==> src/pkg/sofp_pkg.sv <==
// constants and types for the serial output frame port
// assumes one aclk domain and an axi4-lite register bus
package sofp_pkg;
  localparam int SOFP_AW = 10;
  // register indexes; byte address is four times the index
  localparam logic [7:0] IDX_CFG = 8'ha9;
  localparam logic [7:0] IDX_EXT = 8'haa;
  localparam logic [7:0] IDX_STAT = 8'hab;
  localparam logic [9:0] ADDR_CFG = {IDX_CFG, 2'b00};
  localparam logic [9:0] ADDR_EXT = {IDX_EXT, 2'b00};
  localparam logic [9:0] ADDR_STAT = {IDX_STAT, 2'b00};
  // serial_port_config fields
  localparam int CFG_DIV_LSB = 0;
  localparam int CFG_MASTER_BIT = 4;
  localparam logic [4:0] CFG_RST = 5'h00;
  // frame options register fields
  localparam int EXT_MODE_LSB = 0;
  localparam int EXT_WLEN_LSB = 2;
  localparam logic [3:0] EXT_RST = 4'h0;
  // status register fields
  localparam int STAT_FULL_BIT = 0;
  localparam int STAT_MASTER_BIT = 1;
  localparam int STAT_STATE_LSB = 2;
  // pin vector layout for the synchronisers
  localparam int PIN_SCLK = 0;
  localparam int PIN_FS = 1;
  localparam int PIN_M0 = 2;
  localparam int PIN_DIV = 3;
  localparam int PIN_N = 7;
  // cycles after reset release before the port 0 strap is final
  localparam logic [2:0] STRAP_WAIT = 3'h5;
  localparam logic [1:0] RESP_OKAY = 2'h0;
  localparam logic [1:0] RESP_SLVERR = 2'h2;
  localparam logic [4:0] BITS_12 = 5'h0c;
  localparam logic [4:0] BITS_16 = 5'h10;
  localparam logic [4:0] BITS_24 = 5'h18;

  typedef enum logic [1:0] {
    SOFP_FS_PRE = 2'b00,
    SOFP_FS_DURING = 2'b01,
    SOFP_FS_EACH = 2'b10
  } sofp_fsmode_t;

  typedef enum logic [1:0] {
    SOFP_ST_IDLE = 2'b00,
    SOFP_ST_SYNC = 2'b01,
    SOFP_ST_SHIFT = 2'b10
  } sofp_state_t;

  function automatic logic [4:0] sofp_word_bits(input logic [1:0] code);
    case (code)
      2'b00: sofp_word_bits = BITS_12;
      2'b01: sofp_word_bits = BITS_16;
      default: sofp_word_bits = BITS_24;
    endcase
  endfunction
endpackage

==> src/hw/sofp_port.sv <==
// serial output frame port of one receiver channel, axi4-lite registers
// assumes results arrive on aclk; sclk and frame sync pins are async
//
// Behaviour
// - I then Q word, 12/16/24 bits, MSB first
// - pre mode: sync one sclk, then data
// - during mode: sync high while bits shift
// - each mode: sync before first I and Q
// - frame end high during Q LSB
// - frame end serves receiver or cascaded sync
// - data ready while serial buffer is full
// - cascade samples sync on sclk rising edge
// - shifting starts next rising edge after sync
// - master drives clock and sync, slave listens
// - port 0 master from strap at reset
// - ports 1-3 slave until bit written
// - sclk is aclk divided by word plus one; word 0 here divides by two
// - port 0 divider from dedicated pins
// - ports 1-3 divider in config bits 3:0
// - config bit 4 makes port master
// - each port configured on its own
//
// Added by the designer: the AXI4-Lite register port.
`timescale 1ns/1ps
module sofp_port #(
  parameter bit IS_PORT0 = 1'b0
) (
  // clock and reset
  input wire logic aclk,
  input wire logic aresetn,
  // axi4-lite slave
  input wire logic [sofp_pkg::SOFP_AW-1:0] s_axi_awaddr,
  input wire logic s_axi_awvalid,
  output logic s_axi_awready,
  input wire logic [31:0] s_axi_wdata,
  input wire logic [3:0] s_axi_wstrb,
  input wire logic s_axi_wvalid,
  output logic s_axi_wready,
  output logic [1:0] s_axi_bresp,
  output logic s_axi_bvalid,
  input wire logic s_axi_bready,
  input wire logic [sofp_pkg::SOFP_AW-1:0] s_axi_araddr,
  input wire logic s_axi_arvalid,
  output logic s_axi_arready,
  output logic [31:0] s_axi_rdata,
  output logic [1:0] s_axi_rresp,
  output logic s_axi_rvalid,
  input wire logic s_axi_rready,
  // results from the filter
  input wire logic res_valid,
  input wire logic [23:0] res_i,
  input wire logic [23:0] res_q,
  output logic res_ready,
  // port 0 straps
  input wire logic port0_master_pin,
  input wire logic [3:0] port0_divider_pins,
  // serial pins
  input wire logic sclk_i,
  output logic sclk_o,
  output logic sclk_oe,
  input wire logic frame_sync_i,
  output logic frame_sync_o,
  output logic frame_sync_oe,
  output logic serial_data_out,
  output logic frame_end,
  output logic channel_data_ready
);
  import sofp_pkg::*;

  logic [PIN_N-1:0] s1_q, s2_q, s3_q, pin_q;
  wire [PIN_N-1:0] pin_raw = {port0_divider_pins, port0_master_pin,
                              frame_sync_i, sclk_i};

  // a pin level counts only once the second and third stages agree
  for (genvar g = 0; g < PIN_N; g++) begin : g_sync
    always_ff @(posedge aclk) begin
      if (!aresetn) begin
        s1_q[g] <= 1'b0;
        s2_q[g] <= 1'b0;
        s3_q[g] <= 1'b0;
        pin_q[g] <= 1'b0;
      end else begin
        s1_q[g] <= pin_raw[g];
        s2_q[g] <= s1_q[g];
        s3_q[g] <= s2_q[g];
        if (s2_q[g] == s3_q[g]) begin
          pin_q[g] <= s3_q[g];
        end
      end
    end
  end

  logic [4:0] cfg_q;
  logic [3:0] ext_q;
  logic [2:0] strap_cnt_q;
  logic strap_q;
  // strap is caught after release, once the synchroniser has filled
  always_ff @(posedge aclk) begin
    if (!aresetn) begin
      strap_cnt_q <= 3'h0;
      strap_q <= 1'b0;
    end else if (strap_cnt_q != STRAP_WAIT) begin
      strap_cnt_q <= strap_cnt_q + 3'h1;
      strap_q <= pin_q[PIN_M0];
    end
  end

  wire master = IS_PORT0 ? strap_q : cfg_q[CFG_MASTER_BIT];
  wire [3:0] div = IS_PORT0 ? pin_q[PIN_DIV +: 4]
                            : cfg_q[CFG_DIV_LSB +: 4];
  // a pin cannot toggle at aclk itself, so divide by two at least
  wire [3:0] div_eff = (div == 4'h0) ? 4'h1 : div;
  wire [3:0] half = 4'((5'(div_eff) + 5'h01) >> 1);

  logic [3:0] div_cnt_q;
  wire m_tick = master && (div_cnt_q == div_eff);
  wire [3:0] div_cnt_d = m_tick ? 4'h0 : div_cnt_q + 4'h1;

  always_ff @(posedge aclk) begin
    if (!aresetn || !master) begin
      div_cnt_q <= 4'h0;
      sclk_o <= 1'b0;
    end else begin
      div_cnt_q <= div_cnt_d;
      sclk_o <= (div_cnt_d < half);
    end
  end

  wire s_tick = !master && s2_q[PIN_SCLK] && s3_q[PIN_SCLK] &&
                !pin_q[PIN_SCLK];
  wire tick = m_tick || s_tick;
  wire fs_in = pin_q[PIN_FS];
  sofp_state_t st_q, st_d;
  sofp_fsmode_t fmode_q, fmode_d;
  logic [5:0] cnt_q, cnt_d, nbd;
  logic [4:0] nbits_q, nbits_d;
  logic [23:0] ish_q, ish_d, qsh_q, qsh_d;
  logic full_q, full_d, sdo_n, fe_n, fs_n;
  wire [5:0] nb6 = {1'b0, nbits_q};
  wire [5:0] i_last = nb6 - 6'h01;
  wire [5:0] last_idx = {nbits_q, 1'b0} - 6'h01;
  // cascade start waits for the partner's sync on an sclk rise
  wire go = full_q && (master || fs_in);
  always_comb begin
    st_d = st_q;
    cnt_d = cnt_q;
    ish_d = ish_q;
    qsh_d = qsh_q;
    fmode_d = fmode_q;
    nbits_d = nbits_q;
    full_d = full_q;
    if (!full_q && res_valid && res_ready) begin
      full_d = 1'b1;
      ish_d = res_i;
      qsh_d = res_q;
    end
    if (tick) begin
      case (st_q)
        SOFP_ST_IDLE: begin
          if (go) begin
            fmode_d = sofp_fsmode_t'(ext_q[EXT_MODE_LSB +: 2]);
            nbits_d = sofp_word_bits(ext_q[EXT_WLEN_LSB +: 2]);
            cnt_d = 6'h00;
            st_d = (master && fmode_d == SOFP_FS_DURING) ? SOFP_ST_SHIFT
                                                         : SOFP_ST_SYNC;
          end
        end
        SOFP_ST_SYNC: st_d = SOFP_ST_SHIFT;
        SOFP_ST_SHIFT: begin
          if (cnt_q == last_idx) begin
            st_d = SOFP_ST_IDLE;
            full_d = 1'b0;
          end else begin
            cnt_d = cnt_q + 6'h01;
            // the Q word starts fresh, so neither shifts at the seam
            if (cnt_q < i_last) begin
              ish_d = {ish_q[22:0], 1'b0};
            end else if (cnt_q >= nb6) begin
              qsh_d = {qsh_q[22:0], 1'b0};
            end
          end
        end
        default: st_d = SOFP_ST_IDLE;
      endcase
    end
    nbd = {1'b0, nbits_d};
    sdo_n = (st_d == SOFP_ST_SHIFT) &&
            ((cnt_d >= nbd) ? qsh_d[23] : ish_d[23]);
    fe_n = (st_d == SOFP_ST_SHIFT) && (cnt_d == {nbits_d, 1'b0} - 6'h01);
    fs_n = master && ((st_d == SOFP_ST_SYNC) ||
           (st_d == SOFP_ST_SHIFT && fmode_d == SOFP_FS_DURING) ||
           (st_d == SOFP_ST_SHIFT && fmode_d == SOFP_FS_EACH &&
            cnt_d == nbd - 6'h01));
  end

  always_ff @(posedge aclk) begin
    if (!aresetn) begin
      st_q <= SOFP_ST_IDLE;
      fmode_q <= SOFP_FS_PRE;
      cnt_q <= 6'h00;
      nbits_q <= BITS_12;
      ish_q <= 24'h000000;
      qsh_q <= 24'h000000;
      full_q <= 1'b0;
    end else begin
      st_q <= st_d;
      fmode_q <= fmode_d;
      cnt_q <= cnt_d;
      nbits_q <= nbits_d;
      ish_q <= ish_d;
      qsh_q <= qsh_d;
      full_q <= full_d;
    end
  end
  // pins change only on sclk rising ticks
  always_ff @(posedge aclk) begin
    if (!aresetn) begin
      serial_data_out <= 1'b0;
      frame_end <= 1'b0;
      frame_sync_o <= 1'b0;
    end else if (tick) begin
      serial_data_out <= sdo_n;
      frame_end <= fe_n;
      frame_sync_o <= fs_n;
    end
  end

  always_ff @(posedge aclk) begin
    if (!aresetn) begin
      sclk_oe <= 1'b0;
      frame_sync_oe <= 1'b0;
      channel_data_ready <= 1'b0;
      res_ready <= 1'b0;
    end else begin
      sclk_oe <= master;
      frame_sync_oe <= master;
      channel_data_ready <= full_q;
      res_ready <= !full_d;
    end
  end

  function automatic logic [1:0] reg_sel(input logic [SOFP_AW-1:0] a);
    reg_sel = (a == ADDR_CFG) ? 2'h1 : (a == ADDR_EXT) ? 2'h2 :
              (a == ADDR_STAT) ? 2'h3 : 2'h0;
  endfunction

  wire [1:0] wsel = reg_sel(s_axi_awaddr);
  wire [1:0] rsel = reg_sel(s_axi_araddr);
  wire wr_fire = s_axi_awvalid && s_axi_wvalid && s_axi_awready;
  wire rd_fire = s_axi_arvalid && s_axi_arready;
  wire [4:0] cfg_view = IS_PORT0 ? 5'h00 : cfg_q;
  wire [31:0] stat_word = {28'h0000000, st_q, master, full_q};
  wire [31:0] rd_word = (rsel == 2'h1) ? {27'h0000000, cfg_view} :
                        (rsel == 2'h2) ? {28'h0000000, ext_q} :
                        (rsel == 2'h3) ? stat_word : 32'h00000000;

  always_ff @(posedge aclk) begin
    if (!aresetn) begin
      s_axi_awready <= 1'b0;
      s_axi_wready <= 1'b0;
      s_axi_bvalid <= 1'b0;
      s_axi_bresp <= RESP_OKAY;
      s_axi_arready <= 1'b0;
      s_axi_rvalid <= 1'b0;
      s_axi_rresp <= RESP_OKAY;
      s_axi_rdata <= 32'h00000000;
    end else begin
      s_axi_awready <= s_axi_awvalid && s_axi_wvalid && !s_axi_awready &&
                       !s_axi_bvalid;
      s_axi_wready <= s_axi_awvalid && s_axi_wvalid && !s_axi_awready &&
                      !s_axi_bvalid;
      s_axi_bvalid <= wr_fire || (s_axi_bvalid && !s_axi_bready);
      if (wr_fire) begin
        s_axi_bresp <= (wsel == 2'h0) ? RESP_SLVERR : RESP_OKAY;
      end
      s_axi_arready <= s_axi_arvalid && !s_axi_arready && !s_axi_rvalid;
      s_axi_rvalid <= rd_fire || (s_axi_rvalid && !s_axi_rready);
      if (rd_fire) begin
        s_axi_rdata <= rd_word;
        s_axi_rresp <= (rsel == 2'h0) ? RESP_SLVERR : RESP_OKAY;
      end
    end
  end
  // port 0 ignores config writes; master and divider come from straps, frame options stay writable
  always_ff @(posedge aclk) begin
    if (!aresetn) begin
      cfg_q <= CFG_RST;
      ext_q <= EXT_RST;
    end else if (wr_fire && s_axi_wstrb[0]) begin
      if (wsel == 2'h1 && !IS_PORT0) begin
        cfg_q <= s_axi_wdata[4:0];
      end
      if (wsel == 2'h2) begin
        ext_q <= s_axi_wdata[3:0];
      end
    end
  end

  wire ish_msb = ish_q[23];
endmodule

==> config.mk <==
export PLATFORM = sky130hd
export DESIGN_NAME = sofp_port
export DESIGN_NICKNAME = d
export VERILOG_FILES = /design/src/pkg/sofp_pkg.sv /design/src/hw/sofp_port.sv
export SDC_FILE = /design/constraint.sdc
export NUM_CORES = 1
export LEC_CHECK = 0
export BUFFER_PORTS_ARGS = -buffer_cell sky130_fd_sc_hd__buf_2
export CAP_MARGIN = 25
export CORE_ASPECT_RATIO = 0.7
export CORE_UTILIZATION = 25
export CTS_CLUSTER_SIZE = 12
export DETAILED_ROUTE_END_ITERATION = 8
export HOLD_SLACK_MARGIN = 0.1
export PLACE_DENSITY = 0.47
export SKIP_CTS_REPAIR_TIMING = 1
export SLEW_MARGIN = 20
export SYNTH_ARGS = -nofsm -noshare
export SYNTH_HDL_FRONTEND = slang
export SYNTH_SLANG_ARGS = --single-unit
export TNS_END_PERCENT = 1
==> constraint.sdc <==
create_clock -name aclk -period 3.05 [get_ports aclk]
set_input_delay 0.61 -clock aclk [delete_from_list [all_inputs] [get_ports aclk]]
set_output_delay 0.61 -clock aclk [all_outputs]
set_load 0.02 [all_outputs]
==> summary.md <==
| Metric | Value |
|---|---|
| Hold Path Class | reg2reg |
| Rows | 46 |
| CTS tree | done |
| R2R Setup Slk | roughly 0.11 ns |
| Grt ovf | 0 |
| Combinational family with the most area after synthesis | simple AND/OR/NAND/NOR gates |
| Worst-Skew Late Latency | ~0.36 ns |
| Critical Path RT | approximately 3.3 ns |
| Hold Path Depth | 1 |
| Total Wirelength | 14,900 µm |
| Worst setup margin | 0.109 ns |
| Routed Antenna Nets | 0 |
| Clock Sinks | roughly 100 |
| I/O Buffers | around 100 |
| IO Pins | between 150 and 200 |
| CP Launch Type | register |
| Post-synthesis compound-gate area fraction | 16.5% |
| Power density over the cells | just under 400 mW/mm² |
| Reg2reg start | cfg_q[1] |
| Hold Vio Cnt, Final | 0 |
| N_diodes | 0 |
| H-tree levels | 3 |
| Achievable Freq | between 300 and 400 MHz |
| Initial core utilization | 25.5% |
| Layout cells sized above 1 | between 20% and 30% |
| Worst Reg-to-Reg Cells | 13 |
| RR Endpoint | serial_data_out |
| Outcome | finished, final reports clean |
| Mapped Cells | 640 |
| First-pass GRT wire length | 23,500 µm |
| Placer Congestion | a little over 0.8 |
| CTS Buf Count | 9 |
| CTS max path bufs | 2 |
| Post-place setup slack | -0.0135 ns |
| Yosys cell types | between 60 and 70 |
| Worst vdd ir | ~0.25 mV |
| Total track usage | 12.6% |
| Worst Hold Launch | s1_q[0] |
| Post-synthesis simple-gate area fraction | between 15 and 20% |
| Vias in the first global route | ~4,500 |
| Clk slew on worst S/H paths | approximately 0.08 ns |
| Core Area | around 0.023 mm² |
| Mapped cell area | about 0.0058 mm² |
| First-pass DRT Iterations | 4 |
| Sequential area share after synthesis | 35.6% |
| Synthesized flop and latch total | between 100 and 150 |
| Final period util | a little over nine tenths |
| Final setup vio count | 0 |
| DR vias | 4,767 |
| Starting DRT DRC Count | between 150 and 200 |
| Crit path capture type | register |
| Detailed placement HPWL | 11,000 µm |
| Setup_tns | 0 ns |
| Arr. time, crit path | ~3.2 ns |
| Synth Warn # | 0 |
| Routed wire length per instance | 13.7 µm |
| Post-synth top area share | ~36% |
| Area contributors post-synth | dfxtp_1 (36%), mux2i_1 (9.7%), a211oi_1 (6.0%) |
| DRC errors left | 0 |
| Die ar. | 0.0238 mm² |
| Root Buffer | clkbuf_16 |
| Clk_skew | around 0.015 ns |
| Number of enable flip-flop cells after synthesis | 0 |
| Xor/xnor cell area share of the yosys netlist | about 4.3% |
| Largest net degree at the start of global routing | between 40 and 50 |
| Max-Slew Margin vs Limit | 58.0% |
| Vias per inst | 4.39 |
| FFs w/ async S/R, synth | 0% |
| Crit path kind | reg2reg |
| Final min period | 2.94 ns |
| Nets@finish | around 900 |
| Post-Synth Adder-Cell Area | under 10% |
| Die height | roughly 130 µm |
| Yosys top cell by area | dfxtp_1 |
| Leakage | 3.43 nW |
| Worst Hold End | s2_q[0] |
| Mux contribution to synthesized area | a little under an eighth |
| Layout area overhead | 25.4% |
| Max-slew violation count | 0 |
| Initial antenna violation count | 0 |
| CP max FO | 4 |
| DIE WIDTH | about 180 µm |
| Max Cap Violations | 0 |
| Main synth FF type | dfxtp_1 |
| Worst slew pin tran | between 0.6 and 0.7 ns |
| Mean post-synth cell area | approximately 9 µm² |
[cell type report]
cell class	instances	area, µm²
inverters	18	67.6
well taps	312	390
flip-flops and latches	103	2060
multi-input cells	479	3450
fillers	2450	15400
clock buffers	9	225
repair buffers	159	991
clock inverters	7	70.1
[worst max-delay path: stages, from the launching register on]
cell and delay [ns]:
dfxtp_1 0.33, or4b_4 0.53, o211a_2 0.16, o21ai_4 0.18, buf_4 0.17, buf_4 0.11, a31o_2 0.15, nand2_1 0.11
ha_1 0.30, a21o_1 0.10, a21oi_1 0.06, maj3_2 0.33, o21a_1 0.18, o211ai_1 0.15
[state kept, by name, indices dropped and copies added, names as in the netlist, 2 cells and up]
signal / flops
ish_q: 24
s_axi_rdata: 5
fmode_q: 2
s3_q: 2
cnt_q: 6
s2_q: 2
nbits_q: 5
cfg_q: 5
s1_q: 2
ext_q: 4
qsh_q: 24
st_q: 2
div_cnt_q: 4
[synth_stat cells (9+ instances only)]
cell type / instances
ha_1: 22
nand3_1: 10
mux2i_1: 56
nor3_1: 11
nor2_1: 91
xnor2_1: 16
o21ai_0: 10
and2_1: 12
buf_2: 9
buf_4: 32
inv_1: 17
a21oi_1: 25
a211oi_1: 46
clkbuf_1: 21
nand2_1: 23
mux2_2: 9
dfxtp_1: 103
[layer usage]
layer / track usage (%) / part of all wire, %
met5: 0 / 0
met3: 3.32 / 4.7
met1: 18.6 / 55
met4: 3.24 / 0.98
met2: 17.8 / 40
[per-stage QoR]
step                hold slack, ns  util, %  power, mW  area, µm²  instances
floorplan                    0.412        -       1.62       5890        668
global placement             0.416     30.1       1.69       6820       1067
detailed placement           0.421     30.1       1.69       6820       1067
CTS                          0.432     31.4       2.89       7110       1083
global route                 0.442     32.0       2.98       7260       1087
finish                       0.440     32.0       2.85       7260       1087
[worst max-delay path by stage]
stage | end | slack, ns | startpoint | depth (start not counted)
after floorplan | serial_data_out | 0.04 | cfg_q[1] | 14
after global placement | serial_data_out | 0.04 | nbits_q[0] | 15
after detailed placement | serial_data_out | -0.01 | nbits_q[0] | 15
after CTS | serial_data_out | -0.04 | nbits_q[0] | 15
after global routing | frame_end | -0.01 | cfg_q[1] | 13
final | serial_data_out | 0.11 | cfg_q[1] | 13
[report_power, final]
group | switching (mW) | leakage, nW | total [mW] | internal (mW)
Combinational | 0.136 | 2.45 | 0.246 | 0.110
Sequential | 0.0206 | 0.836 | 1.41 | 1.38
Clock | 0.614 | 0.147 | 1.20 | 0.584
Total | 0.770 | 3.43 | 2.85 | 2.08
[layout by cell type (no fill, tap or decap), types with 5 or more instances in the layout]
cell / count
clkbuf_16: 10
nor3_1: 10
buf_4: 52
and2_1: 12
and3_1: 5
inv_1: 17
ha_1: 20
xor2_1: 8
a211oi_1: 45
nand2b_1: 6
a21oi_1: 25
o211ai_1: 6
xnor2_2: 7
nand3b_1: 5
o21a_1: 8
conb_1: 29
buf_2: 103
mux2_2: 9
xnor2_1: 10
nand3_1: 8
o21ai_0: 9
nand4_1: 5
nand2_1: 23
nor2_1: 91
dfxtp_1: 103
mux2i_1: 56
a21o_1: 6
[kinds of logic (layout without fill, tap and decap cells)]
family | after synthesis | count (layout)
simple gates | 203 | 203
compound gates | 132 | 132
flops | 103 | 103
buf+inv | 86 | 193
mux | 66 | 66
xor+xnor | 26 | 26
fa+ha+maj | 23 | 23
other cells | 1 | 29
No activity file was read; power rests on OpenSTA's default activity.
